## config.mk

```make
export PLATFORM = sky130hd
export DESIGN_NAME = mpss_top
export DESIGN_NICKNAME = d
export VERILOG_FILES = /design/src/hdl/mpss_pkg.sv /design/src/hdl/mpss_top.sv
export SDC_FILE = /design/constraint.sdc
export NUM_CORES = 1
export LEC_CHECK = 0
export BUFFER_PORTS_ARGS = -buffer_cell sky130_fd_sc_hd__buf_4
export CORE_ASPECT_RATIO = 0.8
export CORE_MARGIN = 2
export CORE_UTILIZATION = 40
export DETAILED_ROUTE_END_ITERATION = 10
export PLACE_DENSITY = 0.77
export SLEW_MARGIN = 20
export SYNTH_ARGS = -nofsm -noshare
export SYNTH_HDL_FRONTEND = slang
export SYNTH_SLANG_ARGS = --single-unit
```

## constraint.sdc

```tcl
create_clock -name clk_sys -period 1.65 [get_ports clk_sys]
set_clock_uncertainty 0.2 [all_clocks]
set_input_delay 0 -clock clk_sys [delete_from_list [all_inputs] [get_ports clk_sys]]
set_output_delay 0 -clock clk_sys [all_outputs]
set_load 0.005 [all_outputs]
```

## src/hdl/mpss_pkg.sv

```systemverilog
// constants for the monitor pin signal select block
package mpss_pkg;
    localparam logic [9:0] MPSS_ADDR_SEL = 10'h017;
    localparam logic [9:0] MPSS_ADDR_LOCK = 10'h01D;
    localparam int MPSS_SEL_LSB = 2;
    localparam int MPSS_SEL_MSB = 7;
    localparam int MPSS_LOCK_BIT = 7;
    localparam logic [7:0] MPSS_SEL_RESET = 8'h00;
    localparam logic [2:0] MPSS_PRESC_RESET = 3'h6;
    localparam logic [2:0] MPSS_PRESC_16 = 3'h5;
    localparam logic [2:0] MPSS_PRESC_32 = 3'h6;
    localparam logic [5:0] MPSS_BASE_16 = 6'h10;
    localparam logic [5:0] MPSS_BASE_32 = 6'h20;
    localparam logic [5:0] MPSS_CODE_GND = 6'h00;
    localparam logic [5:0] MPSS_CODE_NDIV = 6'h01;
    localparam logic [5:0] MPSS_CODE_RDIV = 6'h02;
    localparam logic [5:0] MPSS_CODE_SWAL = 6'h03;
    localparam logic [5:0] MPSS_CODE_PRESC = 6'h04;
    localparam logic [5:0] MPSS_CODE_UP = 6'h05;
    localparam logic [5:0] MPSS_CODE_DOWN = 6'h06;
    localparam logic [5:0] MPSS_CODE_HGND = 6'h20;
    localparam logic [5:0] MPSS_CODE_FIRST = 6'h21;
    localparam logic [5:0] MPSS_CODE_SECOND = 6'h22;
    localparam logic [5:0] MPSS_CODE_SELREF = 6'h23;
    localparam logic [5:0] MPSS_CODE_UNSREF = 6'h24;
    localparam logic [5:0] MPSS_CODE_SELOK = 6'h25;
    localparam logic [5:0] MPSS_CODE_UNSOK = 6'h26;
endpackage

```

## src/hdl/mpss_top.sv

```systemverilog
// monitor pin source select with top prescaler settings
// Functional notes
// - setting 101 divides by 16 or 17
// - setting 110 divides by 32/33, default
// - select in 0x017[7:2], locked by 0x01D[7]
// - zero and unlisted low codes give low
// - codes 1-6 route divider and detector signals
// - high codes shared with other pin selectors
// - 100000 low, 100001 first reference clock
// - 100010 second reference, not differential
// - 100011 selected reference to loop
// - 100100 unselected reference, not differential
// - 100101 selected reference valid level
// - 100110 unselected valid, not differential
`timescale 1ns/10ps
module mpss_top (
    input wire logic clk_sys,
    input wire logic rst,
    input wire logic clk_en,
    input wire logic wr_en,
    input wire logic [9:0] wr_addr,
    input wire logic [7:0] wr_data,
    input wire logic [9:0] rd_addr,
    input wire logic [2:0] presc_setting,
    input wire logic swallow_nonzero,
    input wire logic ndiv_delayed,
    input wire logic rdiv_delayed,
    input wire logic swallow_out,
    input wire logic presc_out,
    input wire logic phase_detector_up,
    input wire logic phase_detector_down,
    input wire logic first_reference,
    input wire logic second_reference,
    input wire logic diff_ref_mode,
    input wire logic ref_select,
    input wire logic sel_ref_valid,
    input wire logic unsel_ref_valid,
    output logic [7:0] rd_data,
    output logic [5:0] presc_modulus,
    output logic monitor_pin,
    output logic [5:0] shared_code
);
    logic [7:0] sel_reg;
    logic lock_reg;
    logic [5:0] code;
    logic sel_clk;
    logic unsel_clk;
    logic mux_next;

    // select field must stay six bits, lock bit inside the byte
    localparam int SEL_SPAN = mpss_pkg::MPSS_SEL_MSB
        - mpss_pkg::MPSS_SEL_LSB + 1;
    if (SEL_SPAN != 6) begin : g_field_chk
        $error("select field must be six bits wide");
    end
    if (mpss_pkg::MPSS_LOCK_BIT > 7) begin : g_lock_chk
        $error("lock bit must sit inside the byte");
    end

    assign code = sel_reg[mpss_pkg::MPSS_SEL_MSB:mpss_pkg::MPSS_SEL_LSB];
    assign sel_clk = ref_select ? second_reference : first_reference;
    assign unsel_clk = ref_select ? first_reference : second_reference;

    always_ff @(posedge clk_sys or posedge rst) begin
        if (rst) begin
            sel_reg <= mpss_pkg::MPSS_SEL_RESET;
            lock_reg <= 1'b0;
        end else if (clk_en && wr_en) begin
            if (wr_addr == mpss_pkg::MPSS_ADDR_LOCK) begin
                lock_reg <= wr_data[mpss_pkg::MPSS_LOCK_BIT];
            end else if (wr_addr == mpss_pkg::MPSS_ADDR_SEL && !lock_reg) begin
                sel_reg <= {wr_data[mpss_pkg::MPSS_SEL_MSB:
                    mpss_pkg::MPSS_SEL_LSB], 2'b00};
            end
        end
    end

    always_ff @(posedge clk_sys or posedge rst) begin
        if (rst) begin
            rd_data <= 8'h00;
        end else if (clk_en) begin
            if (rd_addr == mpss_pkg::MPSS_ADDR_SEL) begin
                rd_data <= sel_reg;
            end else if (rd_addr == mpss_pkg::MPSS_ADDR_LOCK) begin
                rd_data <= {lock_reg, 7'h00};
            end else begin
                rd_data <= 8'h00;
            end
        end
    end

    // modulus base; plus one applies during swallow phase
    always_ff @(posedge clk_sys or posedge rst) begin
        if (rst) begin
            presc_modulus <= mpss_pkg::MPSS_BASE_32;
        end else if (clk_en) begin
            if (presc_setting == mpss_pkg::MPSS_PRESC_16) begin
                presc_modulus <= mpss_pkg::MPSS_BASE_16
                    + {5'h00, swallow_nonzero};
            end else if (presc_setting == mpss_pkg::MPSS_PRESC_32) begin
                presc_modulus <= mpss_pkg::MPSS_BASE_32
                    + {5'h00, swallow_nonzero};
            end else begin
                presc_modulus <= 6'h00;
            end
        end
    end

    always_comb begin
        case (code)
            mpss_pkg::MPSS_CODE_NDIV: mux_next = ndiv_delayed;
            mpss_pkg::MPSS_CODE_RDIV: mux_next = rdiv_delayed;
            mpss_pkg::MPSS_CODE_SWAL: mux_next = swallow_out;
            mpss_pkg::MPSS_CODE_PRESC: mux_next = presc_out;
            mpss_pkg::MPSS_CODE_UP: mux_next = phase_detector_up;
            mpss_pkg::MPSS_CODE_DOWN: mux_next = phase_detector_down;
            mpss_pkg::MPSS_CODE_HGND: mux_next = 1'b0;
            mpss_pkg::MPSS_CODE_FIRST: mux_next = first_reference;
            mpss_pkg::MPSS_CODE_SECOND:
                mux_next = !diff_ref_mode && second_reference;
            mpss_pkg::MPSS_CODE_SELREF:
                mux_next = diff_ref_mode ? first_reference : sel_clk;
            mpss_pkg::MPSS_CODE_UNSREF:
                mux_next = !diff_ref_mode && unsel_clk;
            mpss_pkg::MPSS_CODE_SELOK: mux_next = sel_ref_valid;
            mpss_pkg::MPSS_CODE_UNSOK:
                mux_next = !diff_ref_mode && unsel_ref_valid;
            default: mux_next = 1'b0;
        endcase
    end

    always_ff @(posedge clk_sys or posedge rst) begin
        if (rst) begin
            monitor_pin <= 1'b0;
            shared_code <= 6'h00;
        end else if (clk_en) begin
            monitor_pin <= mux_next;
            shared_code <= code[5] ? code : 6'h00;
        end
    end
endmodule // mpss_top

```

Yosys cells after proc, flatten, opt, wreduce, memory -nomap -nowiden --
Index checks and enable logic that the tools add are counted.
Storage, ports and cells: register bits 28, bits in latches 0, bits in writable memories 0, bits in read-only memories 0, input port bits 48, output and inout port bits 21, logic and storage cells 45, memories kept 0
Cells by class: $add $sub $neg 2, multiply operators 0, divide/modulo/power cells 0, magnitude comparators 0, equality and inequality tests 18, shift-type cells 0, muxes and demuxes 9, bitwise logic cells 1, reductions and logical operators 9
Operators with widths (count):
- 10-bit by 5-bit equality test with 1-bit output (second input constant) | 4
- 6-bit equality test (second input constant) | 6
- 6-bit by 3-bit equality test with 1-bit output (second input constant) | 3
- 6-bit 2-to-1 mux | 3
- 8-bit 2-to-1 mux | 2
- 6-bit by 2-bit equality test with 1-bit output (second input constant) | 2
- 1-bit case mux with 12 select lines | 1
- 5-bit by 1-bit adder with 6-bit output (first input constant) | 1
- 6-bit by 1-bit adder with 6-bit output (first input constant) | 1
- 3-bit equality test (second input constant) | 2
- 6-bit by 1-bit equality test with 1-bit output (second input constant) | 1
- 1-bit logical AND | 5
- 1-bit 2-to-1 mux | 3
- 3-bit AND reduction | 1
- 1-bit logical NOT | 2
- 2-bit AND reduction | 1
- 1-bit NOT | 1

Depth between registers and ports, before layout --
Gate-level depths: netlist of run 1.
depth after elaboration 3, mapped depth 6, depth with buffers taken out 5

Worst setup path before layout of run 1 --
Ideal clock, no wire load.
path type register -> register, from register sel_reg[2], to register monitor_pin, arrival 1.438 ns, slack -0.079 ns, stages on the path, launching flop included 5, period minus slack after synthesis 1.729 ns, cell sequence dfrtp_1 > clkbuf_1 > or3b_2 > o311a_1 > o221ai_1
On the way: cells in the longest elaborated chain, start to end 2, elaborated cells on any way between the ends 13, those cells by class eq/ne (12); mux (1)
Ends and longest elaborated chain:
- from (decl) | line mpss_top.sv:43 | logic [7:0] sel_reg;
- from (signal assigned) | line mpss_top.sv:66 | sel_reg <= mpss_pkg::MPSS_SEL_RESET;
- from (signal assigned) | line mpss_top.sv:72 | sel_reg <= {wr_data[mpss_pkg::MPSS_SEL_MSB:
- 6-bit equality test (tied with other cells) | line mpss_top.sv:110 | case (code)
- 1-bit case mux with 12 select lines (*) | line mpss_top.sv:110
- to (signal assigned) | line mpss_top.sv:137 | monitor_pin <= mux_next;
- to (decl) | line mpss_top.sv:40 | output logic monitor_pin,
Every way passes the cells marked *; elsewhere a longest branch is shown, timed or not. A chain may end at the register's enable or synchronous reset.

Final worst setup path of run 1 --
from register sel_reg[4], to register monitor_pin
The elaborated chain is that of the path after synthesis.

==> results of run 1 <==
==> worst reg2reg max path, cell delays in order (launching register included) <==
cell	delay (ns)
dfrtp_1	0.41
mux4_2	0.52
nand3b_1	0.10
o311a_1	0.19
o221ai_2	0.09
==> cell type report <==
class	count	area share
sequential	23	0.2717
multi-input combinational	80	0.2905
tap	40	0.02357
inverter	15	0.02652
timing repair buffer	94	0.3648
clock buffer	3	0.01945
clock inverter	1	0.003536
==> cells in the final DEF (no fill, tap or decap), drive strengths merged, types with 2 or more instances in the layout <==
master | synthesis | routed
clkbuf | 7 | 3
nor4b | 2 | 2
o21ai | 16 | 16
mux2 | 9 | 9
dfrtp | 22 | 22
dlygate4sd3 | 0 | 26
nor2 | 4 | 4
conb | 1 | 5
o22ai | 2 | 2
nand4b | 4 | 4
nand2 | 8 | 8
nand3b | 3 | 3
a21oi | 2 | 2
inv | 15 | 15
buf | 5 | 68
nand2b | 2 | 2
nand4 | 2 | 2
nand3 | 9 | 9
==> cell usage after synthesis <==
cell and n:
dfrtp_1 22, o21ai_0 16, inv_1 15, nand2_1 8, nand3_1 8, clkbuf_1 7
mux2_4 6, buf_4 5, nand4b_1 4, nor2_1 4, mux2_2 3, nand3b_1 3
a21oi_1 2, nand2b_1 2, nand4_1 2, o22ai_1 2, a31oi_1 1, and4bb_2 1
conb_1 1, dfstp_2 1, mux2i_1 1, mux4_2 1, nand3_4 1, nor3b_1 1
nor4b_1 1, nor4b_4 1, nor4bb_1 1, o221ai_1 1, o311a_1 1, or3_1 1
or3b_2 1, or4b_4 1, xnor2_1 1
==> kinds of logic (layout without fill, tap and decap cells) <==
logic type / after synthesis / in the layout / share of synthesized area
flops: 23 / 23 / 0.4542
buf+inv: 27 / 113 / 0.09459
xor+xnor: 1 / 1 / 0.006898
simple gates: 40 / 40 / 0.2177
compound gates: 23 / 23 / 0.1005
mux: 11 / 11 / 0.1232
other cells: 1 / 5 / 0.002953
==> power by group <==
part	internal (W)	switching (W)
Sequential	0.000570	0.00000420
Combinational	0.000138	0.0000712
Clock	0.000171	0.000186
Total	0.000880	0.000262
==> metrics by stage <==
step                      area [µm²]  setup slack, ns
after floorplan                 1295         -0.01086
after global placement          1782          -0.1426
final                           2123          0.02130
after detailed placement        1782          -0.1924
after global routing            2123         -0.02821
after CTS                       2091          0.02786
==> path summary, 6_finish.rpt <==
path / from / slack (ns) / cells after the start / endpoint
min: clk_en / 0.02 / 3 / rd_data[2]$_DFFE_PP0P_
max in group asynchronous: rst / 0.86 / 4 / presc_modulus[5]$_DFFE_PP1P_
min reg2reg: presc_modulus[5]$_DFFE_PP1P_ / 0.28 / 2 / presc_modulus[5]$_DFFE_PP1P_
max reg2reg: sel_reg[4]$_DFFE_PP0P_ / 0.02 / 4 / monitor_pin$_DFFE_PP0P_
min in group asynchronous: rst / 0.12 / 4 / presc_modulus[0]$_DFFE_PP0P_
max: sel_reg[4]$_DFFE_PP0P_ / 0.02 / 4 / monitor_pin$_DFFE_PP0P_
==> metal layers <==
layer,GRT usage,wire (µm),vias up
met2,0.3783,1614,54
met3,0.05556,245,7
met5,0,0,-
met1,0.2353,1410,579
met4,0.09524,61,0
li1,-,-,607
==> what timing repair did <==
| action | CTS | global route |
|---|---|---|
| endpoints found under the hold margin | 35 | 0 |
| endpoints found under the setup margin | 0 | 6 |
| setup buffers | 0 | 0 |
| resized for setup | 0 | 6 |
| hold buffers | 26 | 0 |
==> key figures, run 1 <==
Synthesis
  – Cells after synthesis: 126
  – Largest area contributor in the netlist: dfrtp_1
  – Synth cell types: 33
  – Synth warn: 0
  – Avg Inst Size Synth: 10.08 µm²
  – Ranking of synthesized cells by area: dfrtp_1, mux2_4, o21ai_0, inv_1, nand3_1
  – FF+latch count, synth: 23
  – Share of the synthesized area in the top cell type: 0.4335
  – Synth Cell Area: about 1300 µm²
  – Register area share after synthesis: 0.4542

Floorplan
  – Die W: roughly 67 µm
  – Die area: 3645 µm²
  – I/O pin count: 69
  – Die height: 54.40 µm
  – CORE AREA: ~3100 µm²
  – FP Rows: 18
  – Starting Density: 0.4146

CTS
  – Clock sink count: 23
  – Maximum buffer depth of the clock tree: 2
  – Clock-pin slew on the worst setup and hold paths: 0.08 ns
  – Root Buffer: clkbuf_8
  – CTS tree: done
  – Cts bufs inserted: 3
  – Clock latency on the worst-skew pair: around 0.26 ns
  – CTS HTree Levels: 1

Worst setup path
  – Crit-path cells: mux4_2 > nand3b_1 > o311a_1 > o221ai_2
  – Delay-heaviest family, CP: multiplexers
  – CP max stage delay: around 0.52 ns
  – CP Max Fanout: 3
  – Critical Path RT: 1.60 ns
  – Slowest-stage cell, CP: mux4_2
  – CP bufs+invs: 0
  – WP data arrival: between 1.5 and 2 ns
  – Kind of end point of the critical path: flip-flop
  – Startpoint Class: flip-flop
  – Critical Setup Path Class: flip-flop to flip-flop

Timing
  – FMAX: around 610 MHz
  – Final period utilization: 0.9871
  – Setup TNS: 0 ns
  – Worst hold slack: 0.02499 ns
  – Final setup fails: 0
  – Max-slew violations: 0
  – RSZ-0062 raised after global routing: yes
  – Final hold vios: 0
  – Post-route minimum period: 1.629 ns

Power
  – Peak VDD IR: 0.5044 mV
  – P per Cell Area: around 540 nW/µm²
  – Total power: 0.001141 W
  – P_leak: 1.003 nW

Cells and area
  – Fillers: ~220
  – Area grow syn2layout: 67.19%
  – Diode count: 0
  – Area taken by flip-flops and latches: slightly below 600 µm²
  – Nets: ~270
  – Ratio of cells with drive above 1 in the final layout: 0.4213
  – Area of the multi-input gates: between 600 and 700 µm²
  – Post-layout util: 0.6932
  – Final Instance Count excl. Fillers: 256

Drt
  – Wirelength, routed: 3333 µm
  – # DRC: 0
  – Vias: around 1200
  – Via-to-Cell Ratio: 4.871
  – Antenna viol nets, final: 0
  – DRT Pass-1 Iters: 4
  – DR WL/cell: approximately 13 µm
  – 1st-iter DRT viols: 42

Global route
  – First-pass GRT wire length: about 5500 µm
  – Largest net degree at the start of global routing: 29
  – Total gr overflow: 0
  – Tot GR Track Use: 0.2091
  – Vias in the first global route: 1257
  – Antenna violations before repair: 0

Placed design
  – Hpwl dp: ~2300 µm
  – Post-placement cell count: 226
  – IO Port Bufs: 61
  – Routability cong.: 0.7282

Run
  – MaxCap Viol Count: 0

Min path
  – HP Class: input pin to flip-flop

Status
  – Outcome: completed
(Power assumes the default switching activity.)
==> run 2, diff against run 1 <==
- ABC_AREA: default -> 1
- CORE_UTILIZATION: 40 -> 41
- CTS_CLUSTER_DIAMETER: default -> 200
==> key figures, run 2 <==
Status
  – Outcome: finished, violations left
  – Failing checks: negative hold slack

CTS
  – Clock-pin slew on the worst setup and hold paths: 0.08 ns (about the same)
  – CTS tree: done
  – Maximum buffer depth of the clock tree: 2 (unchanged)
  – Clock latency on the worst-skew pair: 0.26 ns (about the same)
  – Clock sink count: 23 (unchanged)
  – Root Buffer: clkbuf_8
  – CTS HTree Levels: 1 (unchanged)
  – Cts bufs inserted: 3 (unchanged)

Global route
  – Antenna violations before repair: 0 (unchanged)
  – Largest net degree at the start of global routing: 24 (-17%)
  – Vias in the first global route: 1484 (+18%)
  – First-pass GRT wire length: 6244 µm (+13%)
  – Total gr overflow: 0 (unchanged)
  – Tot GR Track Use: 0.2158 (+0.006632)

Timing
  – Worst hold slack: -0.01435 ns (-0.03934 ns)
  – Setup TNS: 0 ns (unchanged)
  – Post-route minimum period: 1.589 ns (-0.03938 ns)
  – Final setup fails: 0 (unchanged)
  – FMAX: 629.2 MHz (+2.5%)
  – Final period utilization: 0.9632 (-0.02387)
  – Final hold vios: 3 (+3)
  – Max-slew violations: 0 (unchanged)
  – RSZ-0062 raised after global routing: no

Worst setup path
  – RR Startpoint: sel_reg[7]$_DFFE_PP0P_
  – Setup slack, reg-to-reg: 0.12 ns (+0.10 ns)
  – Crit path to: presc_modulus[0]$_DFFE_PP0P_
  – Critical Path RT: 1.60 ns (about the same)
  – Worst r2r dst: monitor_pin$_DFFE_PP0P_
  – Crit-path most repeated cell: dlygate4sd3_1
  – Slowest-stage cell, CP: dlygate4sd3_1
  – Crit path from: presc_setting[2]
  – Startpoint Class: input pin
  – R2r worst-path depth: 9 (+5)
  – Crit-path cells: dlygate4sd3_1 > buf_4 > nand4_1 > nand2_1 > a22o_1 > dlygate4sd3_1
  – CP bufs+invs: 3 (+3)
  – Cell count along the critical path: 6 (+2)
  – Kind of end point of the critical path: flip-flop
  – CP Max Fanout: 2 (-1)
  – WP data arrival: 1.54 ns (-0.04 ns)
  – CP max stage delay: 0.55 ns (+0.03 ns)
  – Critical Setup Path Class: input pin to flip-flop
  – Delay-heaviest family, CP: buffers and inverters

Synthesis
  – Ys async rst share: 1.000 (unchanged)
  – Top cells by count, synth: nand2_1, inv_1, dfrtp_1, nor2_1, nand3_1
  – Synth Cell Area: 1351 µm² (+6.4%)
  – Share of the synthesized area in the top cell type: 0.4074 (-0.02609)
  – Synth cell types: 23 (-30%)
  – FF+latch count, synth: 23 (unchanged)
  – Ranking of synthesized cells by area: dfrtp_1, nand2_1, nand3_1, inv_1, nor2_1
  – Largest area contributor in the netlist: dfrtp_1
  – Register area share after synthesis: 0.4269 (-0.02734)
  – Avg Inst Size Synth: 6.965 µm² (-31%)
  – Post-synth top flop: dfrtp_1
  – Cell with the most instances after synthesis: nand2_1
  – Synth warn: 0 (unchanged)
  – Cells after synthesis: 194 (+54%)
  – EDFF count, synth: 0 (unchanged)

Drt
  – DR WL/cell: 11.86 µm (-8.9%)
  – Via-to-Cell Ratio: 4.723 (-3.0%)
  – 1st-iter DRT viols: 106 (+150%)
  – Antenna viol nets, final: 0 (unchanged)
  – Vias: 1568 (+26%)
  – Wirelength, routed: 3937 µm (+18%)
  – DRT Pass-1 Iters: 4 (unchanged)
  – # DRC: 0 (unchanged)

Placed design
  – Post-placement cell count: 294 (+30%)
  – Hpwl dp: 2579 µm (+13%)
  – IO Port Bufs: 61 (unchanged)
  – Routability cong.: 0.8758 (+20%)

Cells and area
  – Area grow syn2layout: 65.65%
  – Commonest non-fill, non-tap cell in the layout: nand2_1
  – Post-layout util: 0.7202 (+0.02699)
  – Nets: 341 (+29%)
  – Fillers: 258 (+18%)
  – Commonest cells after routing, fill and taps aside: nand2_1, buf_4, dlygate4sd3_1
  – Diode count: 0 (unchanged)
  – Final Instance Count excl. Fillers: 332 (+30%)
  – Ratio of cells with drive above 1 in the final layout: 0.2808 (-0.1405)

Power
  – Seq pwr share: 0.501 (-0.002)
  – Pint: 0.0008785 W (-0.11%)
  – P per Cell Area: 513.1 nW/µm² (-4.5%)
  – Combinational cell fraction of total power: 0.199 (+0.016)
  – Clock power frac: 0.300 (-0.013)
  – Switch share: 0.2351 (+0.005745)
  – Switch Pwr: 0.0002700 W (+3.2%)
  – Peak VDD IR: 0.3541 mV (-30%)
  – P_leak: 1.222 nW (+22%)

Floorplan
  – Starting Density: 0.4348 (+0.02016)
  – I/O pin count: 69 (unchanged)
  – Die area: 3774 µm² (+3.6%)
  – Die W: 68.19 µm (+1.8%)
  – CORE AREA: 3108 µm² (+1.5%)
  – FP Rows: 18 (unchanged)
  – Die height: 55.35 µm (+1.7%)

Run
  – MaxCap Viol Count: 0 (unchanged)

Min path
  – HP Class: input pin to flip-flop
## run 2: changes by cell type in the layout (fill, tap and decap cells not counted), moves of 3 or more
| cell | delta |
|---|---|
| dlygate4sd3_1 | +4 |
| nand2_1 | +62 |
| nand4b_1 | -4 |
| inv_1 | +8 |
| nand3_1 | +11 |
| nor2_1 | +12 |
| nand4_1 | +3 |
| mux2_4 | -6 |
| o21ai_0 | -5 |
| nor2_2 | +4 |
| mux2_2 | -3 |
## run 2: worst min path at each step
stage	slack [ns]	end	start	cells past startpoint
2_1_floorplan	-0.20	lock_reg$_DFFE_PP0P_	rst	1
3_3_place_gp	-0.14	presc_modulus[4]$_DFFE_PP0P_	rst	3
3_5_place_dp	-0.14	shared_code[5]$_DFFE_PP0P_	rst	3
4_1_cts	-0.05	rd_data[2]$_DFFE_PP0P_	rd_addr[3]	4
5_1_grt	0.02	rd_data[5]$_DFFE_PP0P_	rd_addr[3]	5
6_report	-0.01	rd_data[2]$_DFFE_PP0P_	rd_addr[3]	5
## run 2: timing repair
| item | 4_1_cts | 5_1_grt |
|---|---|---|
| hold buffers | 31 | 2 |
| resized for setup | 0 | 10 |
| hold endpoints to repair | 45 | 2 |
| endpoints found under the setup margin | 0 | 4 |
| buffers inserted | 0 | 3 |
## run 2: metal layers
layer / GRT usage / share of wire / vias up
met1: 0.2597 / 0.42 / 698
met2: 0.3717 / 0.48 / 66
met3: 0.06314 / 0.083 / 7
met4: 0.05143 / 0.012 / 0
li1: - / - / 797
met5: 0 / 0 / -
## run 2: per-stage QoR
stage / instance area (µm²) / total power [W] / setup WS [ns]
after floorplan: 1366 / 0.0006523 / 0.3539
after global placement: 1843 / 0.0007499 / 0.1960
after CTS: 2200 / 0.001145 / 0.01191
after detailed placement: 1843 / 0.0007526 / 0.1886
after global routing: 2238 / 0.001197 / 0.01195
final: 2238 / 0.001149 / 0.06069
## run 2: power by group through the flow
stage / combinational, W / sequential [W] / clock, W
floorplan: 0.0000662 / 0.000586 / 0
global placement: 0.000164 / 0.000586 / 0
detailed placement: 0.000167 / 0.000586 / 0
CTS: 0.000219 / 0.000575 / 0.000351
global route: 0.000251 / 0.000576 / 0.000371
finish: 0.000229 / 0.000575 / 0.000345
## run 2: worst register-to-register path, cell delays in order, from the launching register on
cell and delay (ns):
dfrtp_1 0.41, buf_4 0.14, nand2_1 0.11, inv_1 0.11, nand3_1 0.10, nand2_1 0.06
nor2_1 0.08, nand3_1 0.09, nand2_1 0.08, nand2_1 0.05
## run 2: kinds of logic after synthesis
family                 Yosys count  synth area share
AND/OR/NAND/NOR                123            0.4065
AO/OA/AOI/OAI                   15           0.06019
flip-flops                      23            0.4269
other                            1          0.002775
buffers and inverters           32            0.1037
## run 2: cell type report
| cell class | count | area, µm² | area share |
|---|---|---|---|
| inverter | 25 | 93.84 | 0.04192 |
| tap | 40 | 50.05 | 0.02236 |
| multi-input combinational | 143 | 661.9 | 0.2957 |
| timing repair buffer | 97 | 808.3 | 0.3611 |
| clock buffer | 3 | 41.29 | 0.01845 |
| clock inverter | 1 | 5.005 | 0.002236 |
| sequential | 23 | 578.1 | 0.2582 |
==> run 3, diff against run 2 <==
- CORE_UTILIZATION: 41 -> 48
- PLACE_DENSITY: 0.77 -> 0.85
- clock period: 1.65 -> 2 ns (I/O delays scaled with it)
==> key figures, run 3 (synthesized netlist as in run 2, its figures left out) <==
Drt
  – DR WL/cell: 13.13 µm (+11%)
  – Via-to-Cell Ratio: 5.026 (+6.4%)
  – Vias: 1729 (+10%)
  – Antenna viol nets, final: 0 (unchanged)
  – DRT Pass-1 Iters: 4 (unchanged)
  – 1st-iter DRT viols: 82 (-23%)
  – # DRC: 0 (unchanged)
  – Wirelength, routed: 4515 µm (+15%)

Cells and area
  – Commonest cells after routing, fill and taps aside: nand2_1, buf_4, dlygate4sd3_1
  – Nets: 355 (+4.1%)
  – Area grow syn2layout: 74.54%
  – Fillers: 149 (-42%)
  – Diode count: 0 (unchanged)
  – Ratio of cells with drive above 1 in the final layout: 0.2451 (-0.03572)
  – Commonest non-fill, non-tap cell in the layout: nand2_1

CTS
  – Cts bufs inserted: 3 (unchanged)
  – Clock sink count: 23 (unchanged)
  – Clock latency on the worst-skew pair: 0.31 ns (+0.05 ns)
  – CTS tree: done
  – CTS HTree Levels: 1 (unchanged)
  – Maximum buffer depth of the clock tree: 2 (unchanged)
  – Clock-pin slew on the worst setup and hold paths: 0.13 ns (+0.05 ns)
  – Root Buffer: clkbuf_4

Floorplan
  – I/O pin count: 69 (unchanged)
  – FP Rows: 17 (-1)
  – Die height: 51.46 µm (-7.0%)
  – Starting Density: 0.4963 (+0.06154)
  – Die area: 3258 µm² (-14%)
  – Die W: 63.32 µm (-7.1%)
  – CORE AREA: 2723 µm² (-12%)

Min path
  – HP Class: input pin to flip-flop
  – Sink of the worst hold path: rd_data[4]$_DFFE_PP0P_
  – Hold Path Origin: rd_addr[2]
  – Hold Path Stages: 5 (unchanged)

Timing
  – Setup TNS: 0 ns (unchanged)
  – Final hold vios: 0 (-3)
  – FMAX: 500.9 MHz
  – Worst hold slack: 0.002048 ns (+0.01640 ns)
  – Post-route minimum period: between 1.5 and 2 ns
  – Max-slew violations: 0 (unchanged)
  – Final setup fails: 0 (unchanged)
  – Final period utilization: 0.9982

Global route
  – Tot GR Track Use: 0.2791 (+0.06337)
  – Vias in the first global route: 1659 (+12%)
  – Largest net degree at the start of global routing: 24 (unchanged)
  – Total gr overflow: 0 (unchanged)
  – First-pass GRT wire length: 7120 µm (+14%)
  – Antenna violations before repair: 0 (unchanged)

Power
  – P per Cell Area: 379.8 nW/µm² (-26%)
  – P_leak: 1.254 nW (+2.6%)
  – Peak VDD IR: 0.4087 mV (+15%)

Worst setup path
  – WP data arrival: 2.01 ns (+0.47 ns)
  – RR Startpoint: lock_reg$_DFFE_PP0P_
  – Startpoint Class: input pin
  – Kind of end point of the critical path: flip-flop
  – CP Max Fanout: 2 (unchanged)
  – R2r worst-path depth: 6 (-3)
  – Critical Path RT: 2.02 ns (+0.42 ns)
  – Worst r2r dst: sel_reg[6]$_DFFE_PP0P_
  – Setup slack, reg-to-reg: 0.05 ns (-0.07 ns)
  – Critical Setup Path Class: input pin to flip-flop

Run
  – MaxCap Viol Count: 0 (unchanged)

Placed design
  – IO Port Bufs: 61 (unchanged)
  – Routability cong.: 0.9254 (+5.7%)
  – Hpwl dp: 2419 µm (-6.2%)

Status
  – Outcome: completed
run 3: changes by cell type in the layout (fill, tap and decap cells not counted), sizes merged:
cell,delta
buf,-1
dlymetal6s4s,+2
dlygate4sd3,+13
run 3: worst max path at each step:
stage,end,startpoint,cells past startpoint
final,lock_reg$_DFFE_PP0P_,wr_addr[1],8
after global routing,lock_reg$_DFFE_PP0P_,wr_addr[1],8
after CTS,sel_reg[3]$_DFFE_PP0P_,wr_addr[9],8
after detailed placement,monitor_pin$_DFFE_PP0P_,sel_reg[5]$_DFFE_PP0P_,9
after global placement,monitor_pin$_DFFE_PP0P_,sel_reg[2]$_DFFE_PP0P_,9
after floorplan,monitor_pin$_DFFE_PP0P_,sel_reg[2]$_DFFE_PP0P_,9
run 3: layer usage:
layer  global-route usage  wire [µm]  up-vias
met2               0.5246       2344       89
met1               0.3305       1761      800
met5                    0          0        -
met3              0.04405        304       12
li1                     -          -      828
met4              0.08333        105        0
run 3: timing repair:
item                                   4_1_cts  5_1_grt
setup buffers                                0        3
gates resized for setup                      0        6
setup endpoints to repair                    0       10
endpoints found under the hold margin       46        5
hold buffers                                47        2
run 3: final cells by class:
cell class / instances / area, µm² / share of cell area
Inverter: 25 / 93.84 / 0.03979
Tap cell: 38 / 47.55 / 0.02016
Clock inverter: 1 / 5.005 / 0.002122
Timing Repair Buffer: 111 / 959.7 / 0.4069
Multi-Input combinational cell: 143 / 651.9 / 0.2764
Sequential cell: 23 / 578.1 / 0.2451
Clock buffer: 3 / 22.52 / 0.009549
run 3: stage by stage:
| step | power, W | area [µm²] | utilization | instances | setup slack [ns] |
|---|---|---|---|---|---|
| floorplan | 0.0005381 | 1366 | - | 198 | 0.7039 |
| global placement | 0.0006178 | 1833 | 0.6733 | 291 | 0.5502 |
| detailed placement | 0.0006202 | 1833 | 0.6733 | 291 | 0.5407 |
| CTS | 0.0008797 | 2331 | 0.8562 | 342 | 0.02188 |
| global route | 0.0009374 | 2359 | 0.8663 | 344 | -0.07554 |
| finish | 0.0008957 | 2359 | 0.8663 | 344 | 0.003659 |
run 3: power by group:
group	total, W	switching [W]	internal (W)
logic	0.000203	0.0000791	0.000124
registers	0.000475	0.00000407	0.000471
clock network	0.000217	0.000142	0.0000748
total	0.000896	0.000226	0.000670
run 3: worst max-delay path, stage by stage:
cell	delay [ns]
dlygate4sd3_1	0.57
buf_4	0.15
inv_1	0.05
nand4_1	0.06
dlygate4sd3_1	0.56
nor4_1	0.37
nand2_1	0.12
o21a_1	0.13
